`config.mk`:
```
export PLATFORM = sky130hd
export DESIGN_NAME = oer_top
export DESIGN_NICKNAME = d
export VERILOG_FILES = /design/src/design/oer_pkg.sv /design/src/design/oer_top.sv
export SDC_FILE = /design/constraint.sdc
export NUM_CORES = 1
export LEC_CHECK = 0
export ABC_AREA = 0
export BUFFER_PORTS_ARGS = -buffer_cell sky130_fd_sc_hd__buf_2
export CELL_PAD_IN_SITES_DETAIL_PLACEMENT = 0
export CELL_PAD_IN_SITES_GLOBAL_PLACEMENT = 2
export CORE_MARGIN = 8
export CORE_UTILIZATION = 27
export DETAILED_ROUTE_END_ITERATION = 12
export GPL_ROUTABILITY_DRIVEN = 0
export HOLD_SLACK_MARGIN = 0.02
export PLACE_DENSITY_LB_ADDON = 0.1
export REMOVE_ABC_BUFFERS = 1
export SLEW_MARGIN = 20
export SYNTH_ARGS = -nofsm -noshare
export SYNTH_HDL_FRONTEND = slang
export SYNTH_SLANG_ARGS = --single-unit
```
`constraint.sdc`:
```
create_clock -name SYS_CLK -period 2.1 [get_ports SYS_CLK]
set_clock_uncertainty 0.05 [all_clocks]
set_input_delay 0.105 -clock SYS_CLK [delete_from_list [all_inputs] [get_ports SYS_CLK]]
set_output_delay 0.105 -clock SYS_CLK [all_outputs]
set_load 0.01 [all_outputs]
```
`src/design/oer_pkg.sv`:
```
// oscillator enable/ready block: register indices, field positions, reset values, types
// assumes a single system clock domain and an AXI4-Lite register bus with 32-bit data
package oer_pkg;
    // register indices; byte address is four times the index
    localparam logic [11:0] IDX_NEW_SEL = 12'h28D; // new_clock_select
    localparam logic [11:0] IDX_CUR_STAT = 12'h28E; // current_clock_status
    localparam logic [11:0] IDX_SW_CTRL = 12'h28F; // clock_switch_control
    localparam logic [11:0] IDX_READY = 12'h290; // oscillator_ready_flags
    localparam logic [11:0] IDX_ENABLES = 12'h291; // oscillator_enables
    localparam logic [11:0] IDX_TRIM = 12'h292; // internal_freq_trim
    localparam logic [11:0] IDX_FREQ = 12'h293; // internal_freq_select
    localparam logic [11:0] IDX_TUNE = 12'h294; // active_tuning_control
    // bit positions in oscillator_enables and oscillator_ready_flags
    localparam int EXT_BIT = 7; // external oscillator
    localparam int ADC_BIT = 2; // converter rc oscillator
    localparam int FAST_BIT = 1; // fast internal oscillator, no enable
    localparam int MULT_BIT = 0; // 4x multiplier
    // bit positions in clock_switch_control
    localparam int HOLD_BIT = 7; // switch hold control
    localparam int PWR_BIT = 6; // secondary power select
    // writable masks and reset values
    localparam logic [7:0] NEW_SEL_MASK = 8'h7F; // select and divider fields
    localparam logic [7:0] SW_CTRL_MASK = 8'hC0; // hold and power bits
    localparam logic [7:0] ENABLES_MASK = 8'hFD; // bit 1 unimplemented
    localparam logic [7:0] TRIM_MASK = 8'h3F; // six trim bits
    localparam logic [7:0] FREQ_MASK = 8'h07; // three code bits
    localparam logic [7:0] TUNE_MASK = 8'hC0; // tuning enable and update
    localparam logic [7:0] SW_CTRL_RST = 8'h40; // high power after reset
    localparam logic [7:0] ZERO_RST = 8'h00; // all other registers
    // highest valid frequency code: 000..101 give 1..32 MHz
    localparam logic [2:0] FREQ_MAX = 3'h5;
    // bus responses
    localparam logic [1:0] RESP_OKAY = 2'h0;
    localparam logic [1:0] RESP_SLVERR = 2'h2;
    // per-source run or ready vector, ordered like status bits 7..1
    typedef struct packed {
        logic ext; // external oscillator
        logic hf; // high-frequency internal
        logic mf; // medium-frequency internal
        logic lf; // low-frequency internal
        logic sec; // secondary oscillator
        logic adc; // converter rc oscillator
        logic fast; // fast internal oscillator
    } oer_osc_s;
    // write channel states
    typedef enum logic [0:0] {
        WR_COLLECT = 1'b0, // gathering address and data
        WR_RESP = 1'b1 // response pending
    } oer_wr_e;
endpackage : oer_pkg

```
`src/design/oer_top.sv`:
```
// oscillator enable/ready register logic with an AXI4-Lite slave
// assumes peripherals raise request levels synchronous to SYS_CLK; analog
// oscillators report ready and multiplier lock as synchronous levels
`timescale 1ns/1ps
//
// Contract
// - status bit 2: converter rc ready
// - status bit 1: fast internal ready
// - multiplier ready needs enable, source, lock
// - bit 7 forces external oscillator on
// - bit 6 keeps high-frequency oscillator running
// - bit 5 keeps medium-frequency oscillator running
// - bit 4 keeps low-frequency oscillator running
// - bit 3 keeps secondary oscillator running
// - bit 2 keeps converter rc running
// - bit 0 selects 4x external for peripherals
// - multiplier never touches system clock
// - power select one means high power
// - frequency codes 110, 111 reserved
module oer_top #(
    parameter int NPER = 4 // requesters per oscillator source
) (
    input wire logic SYS_CLK, // system clock, 100 MHz
    input wire logic RESETN, // synchronous reset, active low
    input wire logic [11:0] AWADDR, // write address
    input wire logic AWVALID, // write address valid
    output logic AWREADY, // write address ready
    input wire logic [31:0] WDATA, // write data
    input wire logic [3:0] WSTRB, // write byte enables
    input wire logic WVALID, // write data valid
    output logic WREADY, // write data ready
    output logic [1:0] BRESP, // write response
    output logic BVALID, // write response valid
    input wire logic BREADY, // write response ready
    input wire logic [11:0] ARADDR, // read address
    input wire logic ARVALID, // read address valid
    output logic ARREADY, // read address ready
    output logic [31:0] RDATA, // read data
    output logic [1:0] RRESP, // read response
    output logic RVALID, // read data valid
    input wire logic RREADY, // read data ready
    input wire logic [6:0][NPER-1:0] PERIPH_REQ, // requests per source
    input wire oer_pkg::oer_osc_s OSC_READY, // oscillator ready levels
    input wire logic MULT_LOCK, // multiplier lock level
    output oer_pkg::oer_osc_s OSC_RUN, // oscillator run controls
    output logic MULT_RUN, // multiplier run control
    output logic PERIPH_EXT_X4, // peripheral external clock is 4x
    output logic SEC_HIGH_POWER, // secondary oscillator high power
    output logic [2:0] HF_FREQ_CODE, // applied frequency code
    output logic [5:0] HF_TRIM // high-frequency trim
);
    // parameter check
    if (NPER < 1)
    begin : g_bad_nper
        $error("NPER must be at least one");
    end

    // byte addresses derived from register indices
    localparam logic [11:0] A_NEW_SEL = {oer_pkg::IDX_NEW_SEL[9:0], 2'b00};
    localparam logic [11:0] A_CUR_STAT = {oer_pkg::IDX_CUR_STAT[9:0], 2'b00};
    localparam logic [11:0] A_SW_CTRL = {oer_pkg::IDX_SW_CTRL[9:0], 2'b00};
    localparam logic [11:0] A_READY = {oer_pkg::IDX_READY[9:0], 2'b00};
    localparam logic [11:0] A_ENABLES = {oer_pkg::IDX_ENABLES[9:0], 2'b00};
    localparam logic [11:0] A_TRIM = {oer_pkg::IDX_TRIM[9:0], 2'b00};
    localparam logic [11:0] A_FREQ = {oer_pkg::IDX_FREQ[9:0], 2'b00};
    localparam logic [11:0] A_TUNE = {oer_pkg::IDX_TUNE[9:0], 2'b00};

    // software registers
    logic [7:0] new_sel_reg; // requested source and divider
    logic [7:0] cur_stat_reg; // current source and divider
    logic [7:0] sw_ctrl_reg; // hold and power select
    logic [7:0] enables_reg; // explicit enables
    logic [7:0] trim_reg; // frequency trim
    logic [7:0] freq_reg; // frequency code as written
    logic [7:0] tune_reg; // tuning control
    logic [7:0] ready_reg; // ready flags snapshot

    // bus state
    oer_pkg::oer_wr_e wr_state_reg; // write channel state
    logic aw_got_reg; // address captured
    logic w_got_reg; // data captured
    logic [11:0] waddr_reg; // captured write address
    logic [31:0] wdata_reg; // captured write data
    logic [3:0] wstrb_reg; // captured byte enables

    // per-source request reduction
    logic [6:0] req_any; // any peripheral asks for source
    genvar gi;
    generate
        for (gi = 0; gi < 7; gi++)
        begin : g_req
            assign req_any[gi] = |PERIPH_REQ[gi];
        end
    endgenerate

    // run controls: explicit enable or any request; bit 1 enable never set
    always_ff @(posedge SYS_CLK)
    begin
        if (!RESETN)
            OSC_RUN <= '0;
        else
            OSC_RUN <= oer_pkg::oer_osc_s'(enables_reg[7:1] | req_any);
    end

    // multiplier controls apply only to the peripheral external path
    always_ff @(posedge SYS_CLK)
    begin
        if (!RESETN)
        begin
            MULT_RUN <= 1'b0;
            PERIPH_EXT_X4 <= 1'b0;
        end
        else
        begin
            MULT_RUN <= enables_reg[oer_pkg::MULT_BIT];
            PERIPH_EXT_X4 <= enables_reg[oer_pkg::MULT_BIT];
        end
    end

    // oscillator configuration outputs
    always_ff @(posedge SYS_CLK)
    begin
        if (!RESETN)
        begin
            SEC_HIGH_POWER <= oer_pkg::SW_CTRL_RST[oer_pkg::PWR_BIT];
            HF_FREQ_CODE <= oer_pkg::ZERO_RST[2:0];
            HF_TRIM <= oer_pkg::ZERO_RST[5:0];
        end
        else
        begin
            SEC_HIGH_POWER <= sw_ctrl_reg[oer_pkg::PWR_BIT];
            HF_TRIM <= trim_reg[5:0];
            // reserved codes leave the applied frequency unchanged
            if (freq_reg[2:0] <= oer_pkg::FREQ_MAX)
                HF_FREQ_CODE <= freq_reg[2:0];
        end
    end

    // ready flags: running and reported ready by the oscillator
    always_ff @(posedge SYS_CLK)
    begin
        if (!RESETN)
            ready_reg <= oer_pkg::ZERO_RST;
        else
        begin
            ready_reg[7:1] <= OSC_RUN & OSC_READY;
            ready_reg[oer_pkg::MULT_BIT] <= MULT_RUN & OSC_READY.ext & MULT_LOCK;
        end
    end

    // write channel: take address and data in any order, then respond
    logic wr_hit; // address is mapped, decoded below from the captured address
    wire wr_fire = (wr_state_reg == oer_pkg::WR_COLLECT) && aw_got_reg && w_got_reg;
    always_ff @(posedge SYS_CLK)
    begin
        if (!RESETN)
        begin
            wr_state_reg <= oer_pkg::WR_COLLECT;
            aw_got_reg <= 1'b0;
            w_got_reg <= 1'b0;
            waddr_reg <= 12'h000;
            wdata_reg <= 32'h0000_0000;
            wstrb_reg <= 4'h0;
            AWREADY <= 1'b0;
            WREADY <= 1'b0;
            BVALID <= 1'b0;
            BRESP <= oer_pkg::RESP_OKAY;
        end
        else
        begin
            case (wr_state_reg)
                oer_pkg::WR_COLLECT:
                begin
                    // capture address
                    if (AWVALID && AWREADY)
                    begin
                        aw_got_reg <= 1'b1;
                        waddr_reg <= AWADDR;
                    end
                    // capture data
                    if (WVALID && WREADY)
                    begin
                        w_got_reg <= 1'b1;
                        wdata_reg <= WDATA;
                        wstrb_reg <= WSTRB;
                    end
                    AWREADY <= !(aw_got_reg || (AWVALID && AWREADY));
                    WREADY <= !(w_got_reg || (WVALID && WREADY));
                    // both held: perform write and respond
                    if (wr_fire)
                    begin
                        wr_state_reg <= oer_pkg::WR_RESP;
                        BVALID <= 1'b1;
                        BRESP <= wr_hit ? oer_pkg::RESP_OKAY : oer_pkg::RESP_SLVERR;
                        AWREADY <= 1'b0;
                        WREADY <= 1'b0;
                    end
                end
                oer_pkg::WR_RESP:
                begin
                    // wait for the master to take the response
                    if (BREADY)
                    begin
                        BVALID <= 1'b0;
                        aw_got_reg <= 1'b0;
                        w_got_reg <= 1'b0;
                        AWREADY <= 1'b1;
                        WREADY <= 1'b1;
                        wr_state_reg <= oer_pkg::WR_COLLECT;
                    end
                end
                default:
                    wr_state_reg <= oer_pkg::WR_COLLECT;
            endcase
        end
    end

    // write decode: all eight mapped registers; status registers accept and ignore
    always_comb
    begin
        case (waddr_reg)
            A_NEW_SEL, A_CUR_STAT, A_SW_CTRL, A_READY,
            A_ENABLES, A_TRIM, A_FREQ, A_TUNE: wr_hit = 1'b1;
            default: wr_hit = 1'b0;
        endcase
    end
    wire wr_lane = wr_fire && wstrb_reg[0]; // only byte lane 0 holds data

    // register storage
    always_ff @(posedge SYS_CLK)
    begin
        if (!RESETN)
        begin
            new_sel_reg <= oer_pkg::ZERO_RST;
            cur_stat_reg <= oer_pkg::ZERO_RST;
            sw_ctrl_reg <= oer_pkg::SW_CTRL_RST;
            enables_reg <= oer_pkg::ZERO_RST;
            trim_reg <= oer_pkg::ZERO_RST;
            freq_reg <= oer_pkg::ZERO_RST;
            tune_reg <= oer_pkg::ZERO_RST;
        end
        else
        begin
            // switch sequencing is outside this block: current follows new
            cur_stat_reg <= new_sel_reg;
            if (wr_lane && waddr_reg == A_NEW_SEL)
                new_sel_reg <= wdata_reg[7:0] & oer_pkg::NEW_SEL_MASK;
            if (wr_lane && waddr_reg == A_SW_CTRL)
                sw_ctrl_reg <= wdata_reg[7:0] & oer_pkg::SW_CTRL_MASK;
            if (wr_lane && waddr_reg == A_ENABLES)
                enables_reg <= wdata_reg[7:0] & oer_pkg::ENABLES_MASK;
            if (wr_lane && waddr_reg == A_TRIM)
                trim_reg <= wdata_reg[7:0] & oer_pkg::TRIM_MASK;
            if (wr_lane && waddr_reg == A_FREQ)
                freq_reg <= wdata_reg[7:0] & oer_pkg::FREQ_MASK;
            if (wr_lane && waddr_reg == A_TUNE)
                tune_reg <= wdata_reg[7:0] & oer_pkg::TUNE_MASK;
        end
    end

    // read decode
    logic [7:0] rd_byte; // selected register
    logic rd_hit; // address is mapped
    always_comb
    begin
        rd_hit = 1'b1;
        case (ARADDR)
            A_NEW_SEL: rd_byte = new_sel_reg;
            A_CUR_STAT: rd_byte = cur_stat_reg;
            A_SW_CTRL: rd_byte = sw_ctrl_reg;
            A_READY: rd_byte = ready_reg;
            A_ENABLES: rd_byte = enables_reg;
            A_TRIM: rd_byte = trim_reg;
            A_FREQ: rd_byte = freq_reg;
            A_TUNE: rd_byte = tune_reg;
            default:
            begin
                rd_byte = 8'h00;
                rd_hit = 1'b0;
            end
        endcase
    end

    // read channel: one read at a time, data one cycle after the address
    always_ff @(posedge SYS_CLK)
    begin
        if (!RESETN)
        begin
            ARREADY <= 1'b0;
            RVALID <= 1'b0;
            RDATA <= 32'h0000_0000;
            RRESP <= oer_pkg::RESP_OKAY;
        end
        else if (ARVALID && ARREADY)
        begin
            ARREADY <= 1'b0;
            RVALID <= 1'b1;
            RDATA <= {24'h00_0000, rd_byte};
            RRESP <= rd_hit ? oer_pkg::RESP_OKAY : oer_pkg::RESP_SLVERR;
        end
        else if (RVALID && RREADY)
        begin
            RVALID <= 1'b0;
            ARREADY <= 1'b1;
        end
        else if (!RVALID)
            ARREADY <= 1'b1;
    end
endmodule : oer_top
```
==> impl_results.md <==
* Min-Delay Path Class: in2reg
* Layout filler cell count at 1,589
* Final-report setup violation count at 0
* CP required at 2.28 ns
* Slowest CP cell: dlygate4sd3_1
* CP max stage delay at 0.57 ns
* F_max at 536.3 MHz
* Crit share post-route at 88.79%
* Crit path arrival time at 2.05 ns
* Synth async-reset ratio at 0%
* Buf/Inv on CP at 4
* Core Area at 0.01520 mm2
* Worst setup EP type: register
* Post-layout power at 4.151 mW
* Cts hold-fix bufs at 51
* DR WL/cell at 15.69 um
* Total wire length at 12.93 mm
* Post-synthesis sequential area ratio at 47.35%
* TritonCTS Sinks at 99
* Maximum number of pins on one net before global-route repair at 38
* Die width at 140.5 um
* DR WL met2 at 6.167 mm
* Yosys reg bits at 99
* MaxCap Viol Count at 0
* Met3 WL at 664 um
* Reg clk slew, reported paths at 0.06 ns
* Longest Clk Path Bufs at 2
* Status: finished clean
* DRC at 0
* Vias after detailed routing at 3,741
* Power per standard cell area at 730.6 mW/mm2
* Critical Path Fanout Max at 1
* Gr usage total at 13.44%
* Total iterations of the first detailed-routing run at 4
* Setup crit start kind: input port
* Highest metal used: met4
* Share of cells above drive strength 1 at 23.43%
* RSZ-0062 raised after global routing: false
* CTS resizes at 0
* Largest cells by area after synthesis: dfxtp_1 (47%), nand2_1 (7.6%), mux2i_1 (6.0%)
* Max reg flops at 12
* Nets at 736
* Initial antenna violation count at 0
* Synthesis-to-finish area growth at 35.75%
* Cell mode on critical path: dlygate4sd3_1
* Final slew viol count at 0
* Crit path time final at 1.865 ns
* Synth Warn # at 0
* Detailed Route Iter0 Violations at 155
* Vias in the first global route at 4,024
* Avg Cell Area, Syn at 8.811 um2
* Dominant cell type by area after synthesis: dfxtp_1
* First-pass GRT wire length at 21.13 mm
* GRT Residual Overflow at 0
* Syn Std Cell Area at 0.004185 mm2
* Antenna viol nets, final at 0
* Post-synth EDFFs at 0
* TNS Setup at 0 ns
* Final hold viol count at 0
* HPWL after DPL at 9.518 mm
* CTS Root Cell: clkbuf_16
* Worst-skew pair later-pin latency at 0.35 ns
* Post-DR vias/cell at 4.540
* IO Port Bufs at 109
* Static leakage at 2.492 nW
* Boundary Pins at 163
* Multi-input combinational cell area at 0.001934 mm2
* Most frequent cell after synthesis: dfxtp_1
* Diode count at 0
* Die height at 140.5 um
* Synth Flop Type: dfxtp_1
* Critical path's top delay family: buffers and inverters
* Post-CTS setup buffer count at 0
* Distinct cells, synth at 53
* Synth cell count leaders: dfxtp_1 (99), nand2_1 (85), a21oi_1 (45)
* Peak supply drop at 367.4 uV
* Number of CTS-inserted buffers at 9
* Cell Chain, Critical Path: dlygate4sd3_1, buf_2, nor2_1, dlygate4sd3_1, a21oi_1, dlygate4sd3_1
* Synthesized instance count at 475
* Register area at 0.001982 mm2
* H-tree depth at 3
* DIE AREA at 0.01974 mm2
* CTS tree: yes
* Initial Utilization at 27.53%
* CP Class: in2reg
* Site Rows at 45
* M1 WL at 5.987 mm
* Synth top area share at 47.35%
==> cell families (layout without fill, tap and decap cells) <==
logic type | Yosys count | after routing | synth area share (%)
other | 1 | 26 | 0.08960
AO/OA/AOI/OAI | 95 | 95 | 13.84
multiplexers | 27 | 27 | 6.517
buffers and inverters | 65 | 201 | 8.669
flip-flops | 99 | 99 | 47.35
AND/OR/NAND/NOR | 188 | 188 | 23.53
==> metal layers <==
metal | global-route usage [%] | vias to the layer above
met4 | 3.224 | 0
met1 | 16.15 | 1726
met3 | 4.213 | 8
met2 | 22.88 | 90
li1 | - | 1917
met5 | 0 | -
==> layout make-up <==
type                       count  area share (%)
inverter                      12          0.7928
tap                          188           4.140
timing repair buffer         175           20.57
clock inverter                 2           1.057
clock buffer                  12           4.514
sequential                    99           34.88
multi-input combinational    336           34.05
==> cell usage in the layout (no fill, tap or decap), types with 3 or more instances in the layout <==
master	synthesis	final
nand4b_1	4	4
o21a_1	3	3
a22oi_1	3	3
a32oi_1	3	3
clkbuf_16	0	9
and3_1	9	9
a211oi_1	3	3
nand2b_1	5	5
nor2b_1	4	4
nor2_1	14	14
mux2i_1	25	25
dfxtp_1	99	99
nand2_1	85	85
a21oi_1	45	45
inv_1	12	12
o221a_2	3	3
nand4_1	3	3
a22o_1	4	4
and4_1	5	5
buf_4	28	15
nand3_1	18	18
o21ai_0	18	18
and2_1	11	11
nor3_1	10	10
buf_2	10	109
dlygate4sd3_1	0	51
o2bb2ai_1	3	3
conb_1	1	26
==> tightest hold or removal path: stages <==
cell	delay (ns)
buf_2	0.07
nand2b_1	0.12
o21a_1	0.11
==> final timing paths <==
check                                    start             end  slack (ns)  cells past startpoint
worst max-delay path            PERIPH_REQ[14]      OSC_RUN[3]        0.24                      6
worst min-delay path                    RREADY         ARREADY        0.04                      3
worst max register to register   waddr_reg[10]  enables_reg[4]        0.35                      4
worst min register to register          BVALID          BVALID        0.39                      2
==> report_power, final <==
| part | internal (mW) | switching [mW] | total, mW |
|---|---|---|---|
| clock | 1.10 | 0.698 | 1.80 |
| sequential | 1.92 | 0.0332 | 1.96 |
| combinational | 0.195 | 0.204 | 0.399 |
==> metrics by stage <==
step           hold slack, ns  util, %  setup WS, ns  std cells  instance area, um2
6_report              0.04492    37.37        0.2354        824                5682
5_1_grt               0.05807    37.37        0.1842        824                5682
4_1_cts               0.03049    37.37        0.2932        824                5682
3_5_place_dp           0.2837    31.93        0.3304        759                4855
3_3_place_gp           0.2777    31.93        0.3291        759                4855
2_1_floorplan          0.1169        -        0.5707        447                3961
Power figures use the tool's default switching activity.
